File: config.mk
export PLATFORM = sky130hd
export DESIGN_NAME = ipwdt_top
export DESIGN_NICKNAME = d
export VERILOG_FILES = /design/src/verilog/ipwdt_pkg.sv /design/src/verilog/ipwdt_top.sv
export SDC_FILE = /design/constraint.sdc
export NUM_CORES = 1
export LEC_CHECK = 0
export BUFFER_PORTS_ARGS = -buffer_cell sky130_fd_sc_hd__buf_4
export CAP_MARGIN = 30
export CORE_ASPECT_RATIO = 2
export CORE_MARGIN = 4
export CORE_UTILIZATION = 61
export DETAILED_ROUTE_END_ITERATION = 12
export PLACE_DENSITY_LB_ADDON = 0.3
export SYNTH_ARGS = -nofsm -noshare
export SYNTH_HDL_FRONTEND = slang
export SYNTH_SLANG_ARGS = --single-unit
export TNS_END_PERCENT = 20
File: constraint.sdc
create_clock -name sys_clk_i -period 3.1 [get_ports sys_clk_i]
set_input_delay 0.155 -clock sys_clk_i [delete_from_list [all_inputs] [get_ports sys_clk_i]]
set_output_delay 0.155 -clock sys_clk_i [all_outputs]
set_load 0.01 [all_outputs]
File: src/verilog/ipwdt_pkg.sv
// Purpose: Constants for the indexed-port watchdog timer
// Assumes: 8-bit port bus, 100 MHz system clock
// Notes:   Port addresses, register indexes, field positions and timing counts
package ipwdt_pkg;
  localparam logic [7:0] IPWDT_ADDR_PORT  = 8'h2e;
  localparam logic [7:0] IPWDT_DATA_PORT  = 8'h2f;
  localparam logic [7:0] IPWDT_KEY_UNLOCK = 8'h87;
  localparam logic [7:0] IPWDT_KEY_LOCK   = 8'haa;
  localparam logic [7:0] IPWDT_IDX_FSEL   = 8'h07;
  localparam logic [7:0] IPWDT_FUNC_WDT   = 8'h08;
  localparam logic [7:0] IPWDT_IDX_FEN    = 8'h30;
  localparam logic [7:0] IPWDT_IDX_MODE   = 8'hf5;
  localparam logic [7:0] IPWDT_IDX_COUNT  = 8'hf6;
  localparam logic [7:0] IPWDT_IDX_CTRL   = 8'hf7;
  localparam int         IPWDT_FEN_BIT    = 0;
  localparam int         IPWDT_MIN_BIT    = 3;
  localparam int         IPWDT_FAST_BIT   = 4;
  localparam int         IPWDT_STAT_BIT   = 4;
  localparam int         IPWDT_FORCE_BIT  = 5;
  localparam int         IPWDT_KBD_BIT    = 6;
  localparam int         IPWDT_MOUSE_BIT  = 7;
  localparam logic [7:0] IPWDT_RST_BYTE   = 8'h00;
  localparam int         IPWDT_CLK_MHZ    = 100;
  localparam int         IPWDT_MS_US      = 1000;
  localparam int         IPWDT_MS_CYC     = IPWDT_MS_US * IPWDT_CLK_MHZ;
  localparam int         IPWDT_SEC_MS     = 1000;
  localparam int         IPWDT_MIN_SEC    = 60;
  localparam int         IPWDT_FAST_DIV   = 1000;
endpackage

File: src/verilog/ipwdt_top.sv
// Purpose: Watchdog timer behind an index/data port pair
// Assumes: Host bus strobes are one-cycle and synchronous to sys_clk_i
// Notes:   Tick prescaler is a parameter so that simulation can shorten it
`timescale 1ns/1ps
// How it works
// - Index port write picks a register; data port reads or writes it.
// - Two consecutive unlock key writes to the index port enter configuration mode.
// - Writing function number 08 to index 07 selects the watchdog registers.
// - Function enable bit 0 turns the watchdog on; off after reset.
// - Mode bit 3 picks seconds (0, default) or minutes (1).
// - Mode bit 4 makes ticks 1000 times faster.
// - Count 0 stops the timer; 01 to FF sets units to timeout.
// - Count expiring without reload asserts the timeout output.
// - Any write to the count register restarts the countdown.
// - Control bit 6 lets keyboard activity reload the timer.
// - Writing control bit 5 forces an immediate timeout, bit self-clears.
// - Control bit 4 reads one after a timeout.
// - Control bit 7 lets mouse activity reload the timer.
// - Lock key write on the index port leaves configuration mode.
module ipwdt_top #(
  parameter int MS_CYCLES = ipwdt_pkg::IPWDT_MS_CYC
) (
  input  wire logic       sys_clk_i,
  input  wire logic       rstn_i,
  input  wire logic [7:0] io_addr_i,
  input  wire logic [7:0] io_wdata_i,
  input  wire logic       io_wr_i,
  input  wire logic       io_rd_i,
  input  wire logic       kbd_act_i,
  input  wire logic       mouse_act_i,
  output logic      [7:0] io_rdata_o,
  output logic            io_rvalid_o,
  output logic            timeout_o
);
  import ipwdt_pkg::*;

  typedef enum logic [2:0] {
    IPWDT_LOCKED = 3'b001,
    IPWDT_HALF   = 3'b010,
    IPWDT_OPEN   = 3'b100
  } ipwdt_lock_e;

  ipwdt_lock_e lock_ff;
  logic [7:0]  index_ff;
  logic [7:0]  fsel_ff;
  logic        fen_ff;
  logic [7:0]  mode_ff;
  logic [7:0]  count_ff;
  logic        kbd_en_ff;
  logic        mouse_en_ff;
  logic        stat_ff;
  logic [31:0] pre_ff;
  logic [15:0] unit_ff;
  logic [7:0]  rdata_ff;
  logic        rvalid_ff;
  logic        tout_ff;

  logic addr_wr;
  logic data_wr;
  logic data_rd;
  logic wdt_sel;
  logic wr_fen;
  logic wr_mode;
  logic wr_cnt;
  logic wr_ctrl;
  logic force_to;
  logic reload;
  logic ms_tick;
  logic unit_tick;
  logic running;
  logic expire;
  logic [15:0] unit_lim;

  // Port decode; data writes only count once configuration is open
  assign addr_wr  = io_wr_i && (io_addr_i == IPWDT_ADDR_PORT);
  assign data_wr  = io_wr_i && (io_addr_i == IPWDT_DATA_PORT) && (lock_ff == IPWDT_OPEN);
  assign data_rd  = io_rd_i && (io_addr_i == IPWDT_DATA_PORT);
  assign wdt_sel  = (fsel_ff == IPWDT_FUNC_WDT);
  assign wr_fen   = data_wr && wdt_sel && (index_ff == IPWDT_IDX_FEN);
  assign wr_mode  = data_wr && wdt_sel && (index_ff == IPWDT_IDX_MODE);
  assign wr_cnt   = data_wr && wdt_sel && (index_ff == IPWDT_IDX_COUNT);
  assign wr_ctrl  = data_wr && wdt_sel && (index_ff == IPWDT_IDX_CTRL);
  assign force_to = wr_ctrl && io_wdata_i[IPWDT_FORCE_BIT];
  assign reload   = (kbd_en_ff && kbd_act_i) || (mouse_en_ff && mouse_act_i);
  assign running  = fen_ff && (count_ff != 8'h00);

  // Unit length in ms ticks: 1000 per second, 60000 per minute; fast mode divides by 1000
  always_comb begin
    unit_lim = 16'(IPWDT_SEC_MS);
    if (mode_ff[IPWDT_MIN_BIT]) begin
      unit_lim = 16'(IPWDT_SEC_MS * IPWDT_MIN_SEC);
    end
    if (mode_ff[IPWDT_FAST_BIT]) begin
      unit_lim = mode_ff[IPWDT_MIN_BIT] ? 16'(IPWDT_MIN_SEC) : 16'd1;
    end
  end

  assign ms_tick   = (pre_ff == 32'(MS_CYCLES - 1));
  assign unit_tick = ms_tick && (unit_ff == unit_lim - 16'd1);
  assign expire    = running && unit_tick && (count_ff == 8'h01);

  // Unlock needs two key writes back to back; any other index write breaks it
  always_ff @(posedge sys_clk_i or negedge rstn_i) begin
    if (!rstn_i) begin
      lock_ff <= IPWDT_LOCKED;
    end else if (addr_wr) begin
      unique case (lock_ff)
        IPWDT_LOCKED: lock_ff <= (io_wdata_i == IPWDT_KEY_UNLOCK) ? IPWDT_HALF : IPWDT_LOCKED;
        IPWDT_HALF:   lock_ff <= (io_wdata_i == IPWDT_KEY_UNLOCK) ? IPWDT_OPEN : IPWDT_LOCKED;
        IPWDT_OPEN:   lock_ff <= (io_wdata_i == IPWDT_KEY_LOCK) ? IPWDT_LOCKED : IPWDT_OPEN;
        default:      lock_ff <= IPWDT_LOCKED;
      endcase
    end
  end

  // Index and function select
  always_ff @(posedge sys_clk_i or negedge rstn_i) begin
    if (!rstn_i) begin
      index_ff <= IPWDT_RST_BYTE;
      fsel_ff  <= IPWDT_RST_BYTE;
    end else begin
      if (addr_wr && (lock_ff == IPWDT_OPEN)) begin
        index_ff <= io_wdata_i;
      end
      if (data_wr && (index_ff == IPWDT_IDX_FSEL)) begin
        fsel_ff <= io_wdata_i;
      end
    end
  end

  // Configuration registers
  always_ff @(posedge sys_clk_i or negedge rstn_i) begin
    if (!rstn_i) begin
      fen_ff      <= 1'b0;
      mode_ff     <= IPWDT_RST_BYTE;
      kbd_en_ff   <= 1'b0;
      mouse_en_ff <= 1'b0;
    end else begin
      if (wr_fen) begin
        fen_ff <= io_wdata_i[IPWDT_FEN_BIT];
      end
      if (wr_mode) begin
        mode_ff <= io_wdata_i;
      end
      if (wr_ctrl) begin
        kbd_en_ff   <= io_wdata_i[IPWDT_KBD_BIT];
        mouse_en_ff <= io_wdata_i[IPWDT_MOUSE_BIT];
      end
    end
  end

  // Prescaler chain; restarted on reload so a fresh unit is whole
  // Trade-off: a free-running phase would let a timeout come up to one unit early
  always_ff @(posedge sys_clk_i or negedge rstn_i) begin
    if (!rstn_i) begin
      pre_ff  <= 32'h0;
      unit_ff <= 16'h0;
    end else if (!running || wr_cnt || reload) begin
      pre_ff  <= 32'h0;
      unit_ff <= 16'h0;
    end else if (ms_tick) begin
      pre_ff  <= 32'h0;
      unit_ff <= unit_tick ? 16'h0 : unit_ff + 16'd1;
    end else begin
      pre_ff <= pre_ff + 32'd1;
    end
  end

  // Countdown: a software write reloads, an activity reload restores the last load
  logic [7:0] load_ff;
  always_ff @(posedge sys_clk_i or negedge rstn_i) begin
    if (!rstn_i) begin
      count_ff <= IPWDT_RST_BYTE;
      load_ff  <= IPWDT_RST_BYTE;
    end else if (wr_cnt) begin
      count_ff <= io_wdata_i;
      load_ff  <= io_wdata_i;
    end else if (reload && running) begin
      count_ff <= load_ff;
    end else if (running && unit_tick) begin
      count_ff <= count_ff - 8'd1;
    end
  end

  // Timeout output and sticky status; a fresh event wins over the clearing write
  always_ff @(posedge sys_clk_i or negedge rstn_i) begin
    if (!rstn_i) begin
      tout_ff <= 1'b0;
      stat_ff <= 1'b0;
    end else begin
      if (expire || force_to) begin
        tout_ff <= 1'b1;
        stat_ff <= 1'b1;
      end else if (wr_ctrl && !io_wdata_i[IPWDT_STAT_BIT]) begin
        stat_ff <= 1'b0;
        tout_ff <= 1'b0;
      end else if (wr_cnt) begin
        tout_ff <= 1'b0;
      end
    end
  end

  // Read data; locked or unmapped reads return ff as a floating bus would
  always_ff @(posedge sys_clk_i or negedge rstn_i) begin
    if (!rstn_i) begin
      rdata_ff  <= IPWDT_RST_BYTE;
      rvalid_ff <= 1'b0;
    end else begin
      rvalid_ff <= data_rd;
      if (data_rd) begin
        rdata_ff <= 8'hff;
        if (lock_ff == IPWDT_OPEN) begin
          if (index_ff == IPWDT_IDX_FSEL) begin
            rdata_ff <= fsel_ff;
          end else if (wdt_sel) begin
            unique case (index_ff)
              IPWDT_IDX_FEN:   rdata_ff <= {7'h00, fen_ff};
              IPWDT_IDX_MODE:  rdata_ff <= mode_ff;
              IPWDT_IDX_COUNT: rdata_ff <= count_ff;
              IPWDT_IDX_CTRL:  rdata_ff <= {mouse_en_ff, kbd_en_ff, 1'b0, stat_ff, 4'h0};
              default:         rdata_ff <= 8'hff;
            endcase
          end
        end
      end
    end
  end

  assign io_rdata_o  = rdata_ff;
  assign io_rvalid_o = rvalid_ff;
  assign timeout_o   = tout_ff;
endmodule

### Word-level counts from Yosys, hierarchy flattened

Cells that the tools add are included.

* logic and storage cells: 90
* output and inout port bits: 10
* bits of input ports: 22
* flip-flop bits (word level): 105

* add/sub/neg operators: 4
* reduce and logical (&&, ||, !) cells: 31
* mux-type cells: 24
* equality and inequality tests: 16

Operators by type and width (count)
* 2-to-1 mux 16 bit: 5
* 2-to-1 mux 32 bit: 2
* 2-to-1 mux 8 bit: 6
* equality test 8 bit, second input constant: 5
* adder 32 x 1 -> 32 bit, second input constant: 1
* equality test 32 x 17 -> 1 bit, second input constant: 1
* case mux 8 bit (4 select lines): 1
* equality test 8 x 6 -> 1 bit, second input constant: 3
* logical AND 1 bit: 20
* adder 16 x 1 -> 16 bit, second input constant: 1
* equality test 16 bit: 1
* subtractor 16 x 1 -> 16 bit, second input constant: 1
* case mux 3 bit (3 select lines): 1
* equality test 8 x 1 -> 1 bit, second input constant: 1
* equality test 8 x 3 -> 1 bit, second input constant: 1
* equality test 8 x 4 -> 1 bit, second input constant: 1
* nonzero test 8 bit: 1
* subtractor 8 x 1 -> 8 bit, second input constant: 1
* 2-to-1 mux 3 bit: 2
* 2-to-1 mux 6 bit: 1
* nonzero test 3 bit: 2
* 2-to-1 mux 1 bit: 5
* logical OR 1 bit: 4
* nonzero test 2 bit: 2
* 5 further kinds: 6

### Longest topological paths before layout

Gate-level depths: netlist (run 1).

* depth in word-level cells: 9
* depth in mapped cells: 9
* mapped depth without buffers: 8

### Least setup slack after synthesis (run 1)

No wires, ideal clock.

* path type: register to register
* start point: reg mode_ff[3]
* end point: reg count_ff[3]
* arrival time: 2183 ps
* clock period less this slack: 2270 ps
* path slack: 830 ps
* stages on the path, launching flop included: 10
* buffers on the path: 1
* setup time: 87 ps
* required time: 3013 ps
* cells stage by stage: dfrtp_1 > inv_1 > ha_1 > xnor3_1 > a2111oi_0 > nor4b_2 > buf_4 > nand4_1 > xor2_1 > o211ai_1

* word-level cells in the longest chain between the ends: 7
* elaborated cells between the ends (all ways): 8
* those cells by class: 1 x add/sub; 1 x eq/ne; 3 x mux; 3 x reduce/logical

Ends and longest elaborated chain
* start, declared: RTL line ipwdt_top.sv:47 `logic [7:0] mode_ff;`
* start signal, assigned: RTL line ipwdt_top.sv:143 `mode_ff <= io_wdata_i;`
* 2-to-1 mux 6 bit or 2-to-1 mux 16 bit (tied branches): RTL line ipwdt_top.sv:94, ipwdt_top.sv:90
* 2-to-1 mux 16 bit *: RTL line ipwdt_top.sv:93 `if (mode_ff[IPWDT_FAST_BIT]) begin`
* subtractor 16 x 1 -> 16 bit *: RTL line ipwdt_top.sv:99 `assign unit_tick = ms_tick && (unit_ff == unit_lim - 16'd1);`
* equality test 16 bit *: RTL line ipwdt_top.sv:99
* logical AND 1 bit *: RTL line ipwdt_top.sv:99
* logical AND 1 bit *: RTL line ipwdt_top.sv:180 `end else if (running && unit_tick) begin`
* nonzero test 3 bit (no line) *
* end signal, assigned: RTL line ipwdt_top.sv:176 `count_ff <= io_wdata_i;`
* end signal, assigned: RTL line ipwdt_top.sv:179 `count_ff <= load_ff;`
* end signal, assigned: RTL line ipwdt_top.sv:181 `count_ff <= count_ff - 8'd1;`
* end, declared: RTL line ipwdt_top.sv:48 `logic [7:0] count_ff;`

Mark *: on every way between the ends. The rest lies on a longest branch, timed or not.
A chain may end at the register's enable or synchronous reset.

### Worst setup path after layout (run 1)

* start point: reg mode_ff[3]
* end point: reg unit_ff[1]

* word-level cells in the longest chain between the ends: 8
* elaborated cells between the ends (all ways): 9
* those cells by class: 1 x add/sub; 1 x eq/ne; 6 x mux; 1 x reduce/logical

Ends and longest elaborated chain
* 2-to-1 mux 6 bit or 2-to-1 mux 16 bit (tied branches): RTL line ipwdt_top.sv:94, ipwdt_top.sv:90
* 2-to-1 mux 16 bit *: RTL line ipwdt_top.sv:93
* subtractor 16 x 1 -> 16 bit *: RTL line ipwdt_top.sv:99
* equality test 16 bit *: RTL line ipwdt_top.sv:99
* logical AND 1 bit *: RTL line ipwdt_top.sv:99
* 2-to-1 mux 16 bit *: RTL line ipwdt_top.sv:163 `unit_ff <= unit_tick ? 16'h0 : unit_ff + 16'd1;`
* 2-to-1 mux 16 bit *: RTL line ipwdt_top.sv:161 `end else if (ms_tick) begin`
* 2-to-1 mux 16 bit *: RTL line ipwdt_top.sv:158 `end else if (!running || wr_cnt || reload) begin`
* end signal, assigned: RTL line ipwdt_top.sv:163
* end, declared: RTL line ipwdt_top.sv:53 `logic [15:0] unit_ff;`

Mark *: on every way between the ends. The rest lies on a longest branch, timed or not. The select of a mux whose other input is x is not followed.

==> metrics.md, run 1 <==
| Metric | Value |
|---|---|
| WHS | `91.2 ps` |
| CTS tree | `done` |
| Largest net degree at the start of global routing | `between 100 and 150` |
| # rows | `between 40 and 50` |
| Worst R2R End | `unit_ff[1]` |
| Met3 usage | `4.76%` |
| Peak supply drop | `373 uV` |
| Fin nets | `roughly 650` |
| Clock sink count | `105` |
| Worst R2R Setup Slack | `400 ps` |
| Placer Congestion | `~0.93` |
| Hold Startpoint | `io_wdata_i[0]` |
| Hold Path End | `load_ff[0]` |
| H-tree levels | `3` |
| R2r worst-path depth | `8` |
| Die W | `75.9 um` |
| Mapped Area | `5620 um^2` |
| Share of cells above drive strength 1 | `between 10% and 20%` |
| Synth warn | `0` |
| Post-CTS Hold Buffers | `1` |
| Met1 usage | `between 20 and 30%` |
| HP Class | `primary input to flip-flop` |
| Worst clock skew | `6.69 ps` |
| Worst Path Arrival | `a little under 3000 ps` |
| Critical register-to-register path startpoint | `mode_ff[3]` |
| Clock insertion delay at the later pin of the skew report | `350 ps` |
| Core box area | `between 9000 and 10000 um^2` |
| Post-synthesis area per instance | `9.51 um^2` |
| Asr flop ratio synth | `100%` |
| CTS root buf | `clkbuf_16` |
| Post-route ant nets | `0` |
| GR Util met2 | `49.4%` |
| HPWL Detailed | `about 10000 um` |
| Period minus WS final | `2700 ps` |
| Cell variety after synth | `55` |
| Worst Setup End Kind | `flip-flop` |
| # IOs | `32` |
| Run status | `finished, final reports clean` |
| Hold Fails Final Rpt | `0` |
| Clock transition at path regs | `70 ps` |
| CP Data Required Time | `3310 ps` |
| Die span in y | `144 um` |
| Pleak | `2.79 nW` |
| Max-slew headroom | `just under 50%` |
| Post-DR wirelength/cell | `19.7 um` |
| Crit Path Max Fanout | `11` |
| Hold path depth | `3` |
| Sequential share of the synthesized area | `46.8%` |
| TritonRoute pass-1 iters | `5` |
| Buffers on Ports | `31` |
| Final worst path period share | `87.0%` |
| Setup Viol. Count Final | `0` |
| Total GRT Usage | `28.3%` |
| Main synth FF type | `dfrtp_1` |
| Fillers | `~710` |
| Via count | `4807` |
| Initial Utilization | `62.3%` |
| Post-CTS Resized | `0` |
| DR iter-0 viols | `323` |
| RSZ-0062 raised after global routing | `false` |
| DRC violations left | `0` |
| Gr ovfl total | `0` |
| Post-Route WL | `roughly 14000 um` |
| Total CTS buffers | `9` |
| Flops & latches, synth | `105` |
| # diodes | `0` |
| GR peak layer | `met2` |
| Crit Path Class | `flip-flop to flip-flop` |
| First-pass GRT wire length | `23500 um` |
| Post-layout util | `a little over two thirds` |
| Slew @ Worst Pin | `779 ps` |
| Vias in the first global route | `4993` |
| Syn nets | `slightly above 600` |
| Mapped Cells | `around 600` |
| Startpoint class of the critical path | `flip-flop` |
| Slew Limit Fails | `0` |
| Max-Cap Viols | `0` |
| PD cells | `423 nW/um^2` |
| Number of enable flip-flop cells after synthesis | `0` |
| Initial antenna violation count | `0` |
| Setup TNS | `0 ps` |
| Die area | `10900 um^2` |
| Via/cell ratio | `6.58` |
| Top achievable clock speed | `between 300 and 400 MHz` |
| P&R area growth vs syn | `12.1%` |
| Postcts setup bufs | `0` |
| CTS max path bufs | `2` |
flip-flops by register name, indices dropped and copies added (netlist names):
signal	count
stat_ff	1
timeout_o	1
load_ff	8
kbd_en_ff	1
pre_ff	32
fen_ff	1
count_ff	8
fsel_ff	8
io_rvalid_o	1
unit_ff	16
index_ff	8
mode_ff	8
mouse_en_ff	1
io_rdata_o	8
lock_ff	3
layout make-up:
cell class | count | area [um^2] | share of cell area, %
tap | 102 | 128 | 2.03
clock buffer | 9 | 225 | 3.57
sequential | 105 | 2630 | 41.7
inverter | 10 | 37.5 | 0.596
timing repair buffer | 42 | 330 | 5.24
multi-input combinational | 455 | 2860 | 45.4
clock inverter | 7 | 91.3 | 1.45
per-layer routing:
| metal | up-vias | part of all wire (%) | wire length, um |
|---|---|---|---|
| li1 | 2191 | - | - |
| met3 | 85 | 4.0 | 571 |
| met1 | 2348 | 34 | 4930 |
| met4 | 0 | 7.7 | 1110 |
| met5 | - | 0 | 0 |
| met2 | 183 | 54 | 7740 |
synthesized netlist by cell type, types with 10 or more instances:
cell,n,share of area (%)
dfrtp_1,104,46
nand2_1,82,5.5
nor2_1,69,4.6
xor2_1,32,5.0
nand4_1,24,2.7
o21ai_0,23,2.0
mux2_2,21,4.2
a21oi_1,20,1.8
nand3_1,16,1.4
nor4_1,15,1.7
and3_1,14,1.6
clkbuf_1,12,0.80
xnor2_1,11,1.7
inv_1,10,0.67
worst max-delay path by stage:
stage                    start           to  slack [ps]  cells after the start
floorplan           mode_ff[3]  count_ff[3]         830                      9
global placement    fsel_ff[0]   mode_ff[2]         580                      5
detailed placement  mode_ff[3]   unit_ff[1]         430                      8
CTS                 mode_ff[3]   unit_ff[1]         430                      8
global route        mode_ff[3]   unit_ff[1]         250                      8
finish              mode_ff[3]   unit_ff[1]         400                      8
worst max-delay path, stage by stage (launching register included):
cell and delay (ps):
dfrtp_1 440, inv_1 110, ha_1 250, xnor3_1 390
a2111oi_0 400, and4bb_2 390, nand2_1 120, nand2_1 310
o21ai_0 150
logic make-up (layout without fill, tap and decap cells):
logic type | after synthesis | count (layout) | share of synthesized area (%)
buffers and inverters | 31 | 68 | 2.32
muxes | 23 | 23 | 4.56
xor gates and xnor gates | 44 | 44 | 7.10
DFF | 105 | 105 | 46.8
and+or+nand+nor | 291 | 291 | 27.3
adders and majority gates | 9 | 9 | 2.00
AOI/OAI and AO/OA | 88 | 88 | 9.93
cells in the final DEF, fill, tap and decap left out, drive strengths merged, types with 4 or more instances in the layout:
master   count
or3          5
nand3       16
dfrtp      104
o2111ai      4
and2         9
o21ai       25
xnor2       11
and4         7
buf         41
nor4b       10
xor2        32
a22oi        6
nand2b       4
nand2       82
nor4        18
clkinv       4
o22ai        9
nand4       24
clkbuf       9
a21oi       20
ha           9
nor2b        4
mux2        21
and3        14
inv         11
nor2        69
nor3b        4
o211ai       7
nor3        10
power breakdown:
| part | leakage, nW | total, mW | switching, mW | internal, mW |
|---|---|---|---|---|
| Combinational | 1.27 | 0.101 | 0.0621 | 0.0389 |
| Sequential | 1.37 | 1.39 | 0.00661 | 1.38 |
| Clock | 0.150 | 1.18 | 0.538 | 0.643 |
| Total | 2.79 | 2.67 | 0.607 | 2.06 |
metrics by stage:
step	setup slack [ps]	power, mW	instance area [um^2]	cells
after global placement	578	1.51	5970	713
after CTS	429	2.68	6300	730
after floorplan	830	1.43	5620	591
after detailed placement	434	1.51	5970	713
final	404	2.67	6300	730
after global routing	246	2.75	6300	730
Power figures use the tool's default switching activity.
==> run 2, diff against run 1 <==
- PLACE_DENSITY: unset -> 0.8
- PLACE_DENSITY_LB_ADDON: 0.3 -> unset
==> metrics.md, run 2 (synthesis gave the netlist of run 1 again) <==
| Metric | Value |
|---|---|
| Slew Limit Fails | `0 (unchanged)` |
| Max-Cap Viols | `0 (unchanged)` |
| Post-route setup slack | `243 ps (-161 ps)` |
| Post-Route WL | `14000 um (-2.7%)` |
| Total CTS buffers | `9 (unchanged)` |
| Placed cells | `714 (+0.14%)` |
| CTS root buf | `clkbuf_16` |
| CTS max path bufs | `2 (unchanged)` |
| P&R area growth vs syn | `11.6%` |
| Share of cells above drive strength 1 | `14.5% (+0.14 points)` |
| DRC violations left | `0 (unchanged)` |
| Startpoint class of the critical path | `flip-flop` |
| Top achievable clock speed | `350 MHz (-5.6%)` |
| Peak supply drop | `350 uV (-6.2%)` |
| CP Data Required Time | `3310 ps (about the same)` |
| Buffers on Ports | `31 (unchanged)` |
| HPWL Detailed | `10600 um (+1.2%)` |
| Fin nets | `655 (+0.15%)` |
| Initial Utilization | `62.3% (unchanged)` |
| DR iter-0 viols | `305 (-5.6%)` |
| Setup TNS | `0 ps (unchanged)` |
| Via count | `4725 (-1.7%)` |
| Final Power | `2.57 mW (-3.7%)` |
| Post-DR wirelength/cell | `19.1 um (-2.8%)` |
| Period minus WS final | `2860 ps (+161 ps)` |
| Die area | `10900 um^2 (unchanged)` |
| Worst Setup End Kind | `flip-flop` |
| Postcts setup bufs | `0 (unchanged)` |
| Top flop regs | `pre_ff x32, unit_ff x16` |
| # diodes | `0 (unchanged)` |
| Clock sink count | `105 (unchanged)` |
| Clock insertion delay at the later pin of the skew report | `360 ps (about the same)` |
| PD cells | `410 nW/um^2 (-3.3%)` |
| Pint | `1.97 mW (-4.3%)` |
| Die span in y | `144 um (unchanged)` |
| TritonRoute pass-1 iters | `5 (unchanged)` |
| Finished Layout Cells | `731 (+0.14%)` |
| Total GRT Usage | `27.7% (-0.67 points)` |
| Worst clock skew | `11.6 ps (+4.93 ps)` |
| Pleak | `2.78 nW (-0.29%)` |
| Most common cell after layout, fill and taps aside | `dfrtp_1` |
| Place WS | `309 ps (-125 ps)` |
| Slew @ Worst Pin | `814 ps (+35.5 ps)` |
| Gr ovfl total | `0 (unchanged)` |
| Final worst path period share | `92.2% (+5.2 points)` |
| # rows | `49 (unchanged)` |
| Clock power frac | `42.1% (-2.2 points)` |
| Combinational power share | `3.9% (about the same)` |
| Vias in the first global route | `4857 (-2.7%)` |
| Initial antenna violation count | `0 (unchanged)` |
| Net Sw Frac | `23.2% (+0.48 points)` |
| Switching power | `0.596 mW (-1.7%)` |
| WHS | `91.5 ps (+0.364 ps)` |
| Crit Path Class | `flip-flop to flip-flop` |
| Largest Register | `pre_ff` |
| RSZ-0062 raised after global routing | `false` |
| Setup Viol. Count Final | `0 (unchanged)` |
| Core box area | `9010 um^2 (unchanged)` |
| Worst Path Arrival | `3070 ps (+160 ps)` |
| H-tree levels | `3 (unchanged)` |
| Post-route ant nets | `0 (unchanged)` |
| Sequential cell fraction of total power | `54.0% (+2.1 points)` |
| Run status | `finished, final reports clean` |
| Clock transition at path regs | `80 ps (about the same)` |
| Via/cell ratio | `6.46 (-1.8%)` |
| Commonest cells after routing, fill and taps aside | `dfrtp_1 (104), nand2_1 (82), nor2_1 (69)` |
| Hold Fails Final Rpt | `0 (unchanged)` |
| Max-slew headroom | `45.7% (-2.4 points)` |
| Fillers | `714 (+1.1%)` |
| # IOs | `32 (unchanged)` |
| Largest net degree at the start of global routing | `57 (-46%)` |
| HP Class | `primary input to flip-flop` |
| Placer Congestion | `0.967 (+3.7%)` |
| Max reg flops | `32 (unchanged)` |
| Die W | `75.9 um (unchanged)` |
| Crit Path Max Fanout | `11 (unchanged)` |
| First-pass GRT wire length | `22900 um (-2.8%)` |
| CTS tree | `done` |
[run 2: cell count changes in the layout (fill, tap and decap cells not counted), sizes merged]
cell,before,now
buf,41,42
bufinv,1,0
inv,11,14
clkinv,4,2
[run 2: what timing repair did]
action                    CTS  global route
hold buffers                1             0
gates resized for setup     0             0
hold endpoints to repair   48             0
[run 2: final timing paths]
check	start	cells past startpoint	to	slack [ps]
min in group asynchronous	rstn_i	2	unit_ff[8]	370
max reg2reg	mode_ff[3]	8	unit_ff[1]	240
min	io_wdata_i[0]	3	load_ff[0]	90
max	mode_ff[3]	8	unit_ff[1]	240
max in group asynchronous	rstn_i	3	count_ff[1]	2010
min reg2reg	pre_ff[0]	1	pre_ff[0]	490
[run 2: metrics by stage]
stage	utilization, %	cell area [um^2]
global placement	66.4	5980
CTS	69.6	6270
finish	69.6	6270
floorplan	-	5620
global route	69.6	6270
detailed placement	66.4	5980
[run 2: final cells by class]
class | count | area, um^2 | area share, %
Multi-Input combinational cell | 455 | 2860 | 45.6
Timing Repair Buffer | 43 | 338 | 5.39
Sequential cell | 105 | 2630 | 41.9
Clock buffer | 9 | 225 | 3.59
Inverter | 10 | 37.5 | 0.599
Clock inverter | 7 | 52.6 | 0.838
Tap cell | 102 | 128 | 2.04
[run 2: worst max-delay path, cell delays in order (launching register included)]
cell and delay, ps:
dfrtp_1 480, inv_1 130, ha_1 260, xnor3_1 370, a2111oi_0 380, and4bb_2 420, nand2_1 170, nand2_1 350
o21ai_0 170
[run 2: power by group through the flow]
stage	logic [mW]	registers (mW)	clock network [mW]
3_3_place_gp	0.0982	1.41	0
3_5_place_dp	0.101	1.41	0
4_1_cts	0.102	1.39	1.10
2_1_floorplan	0.0135	1.42	0
5_1_grt	0.111	1.39	1.15
6_report	0.101	1.39	1.08
[run 2: metal layers]
| layer | global-route usage (%) | routed length [um] | up-vias |
|---|---|---|---|
| li1 | - | - | 2192 |
| met1 | 28.0 | 4910 | 2320 |
| met2 | 48.8 | 7560 | 152 |
| met3 | 4.34 | 570 | 61 |
| met4 | 19.6 | 922 | 0 |
| met5 | 0 | 0 | - |
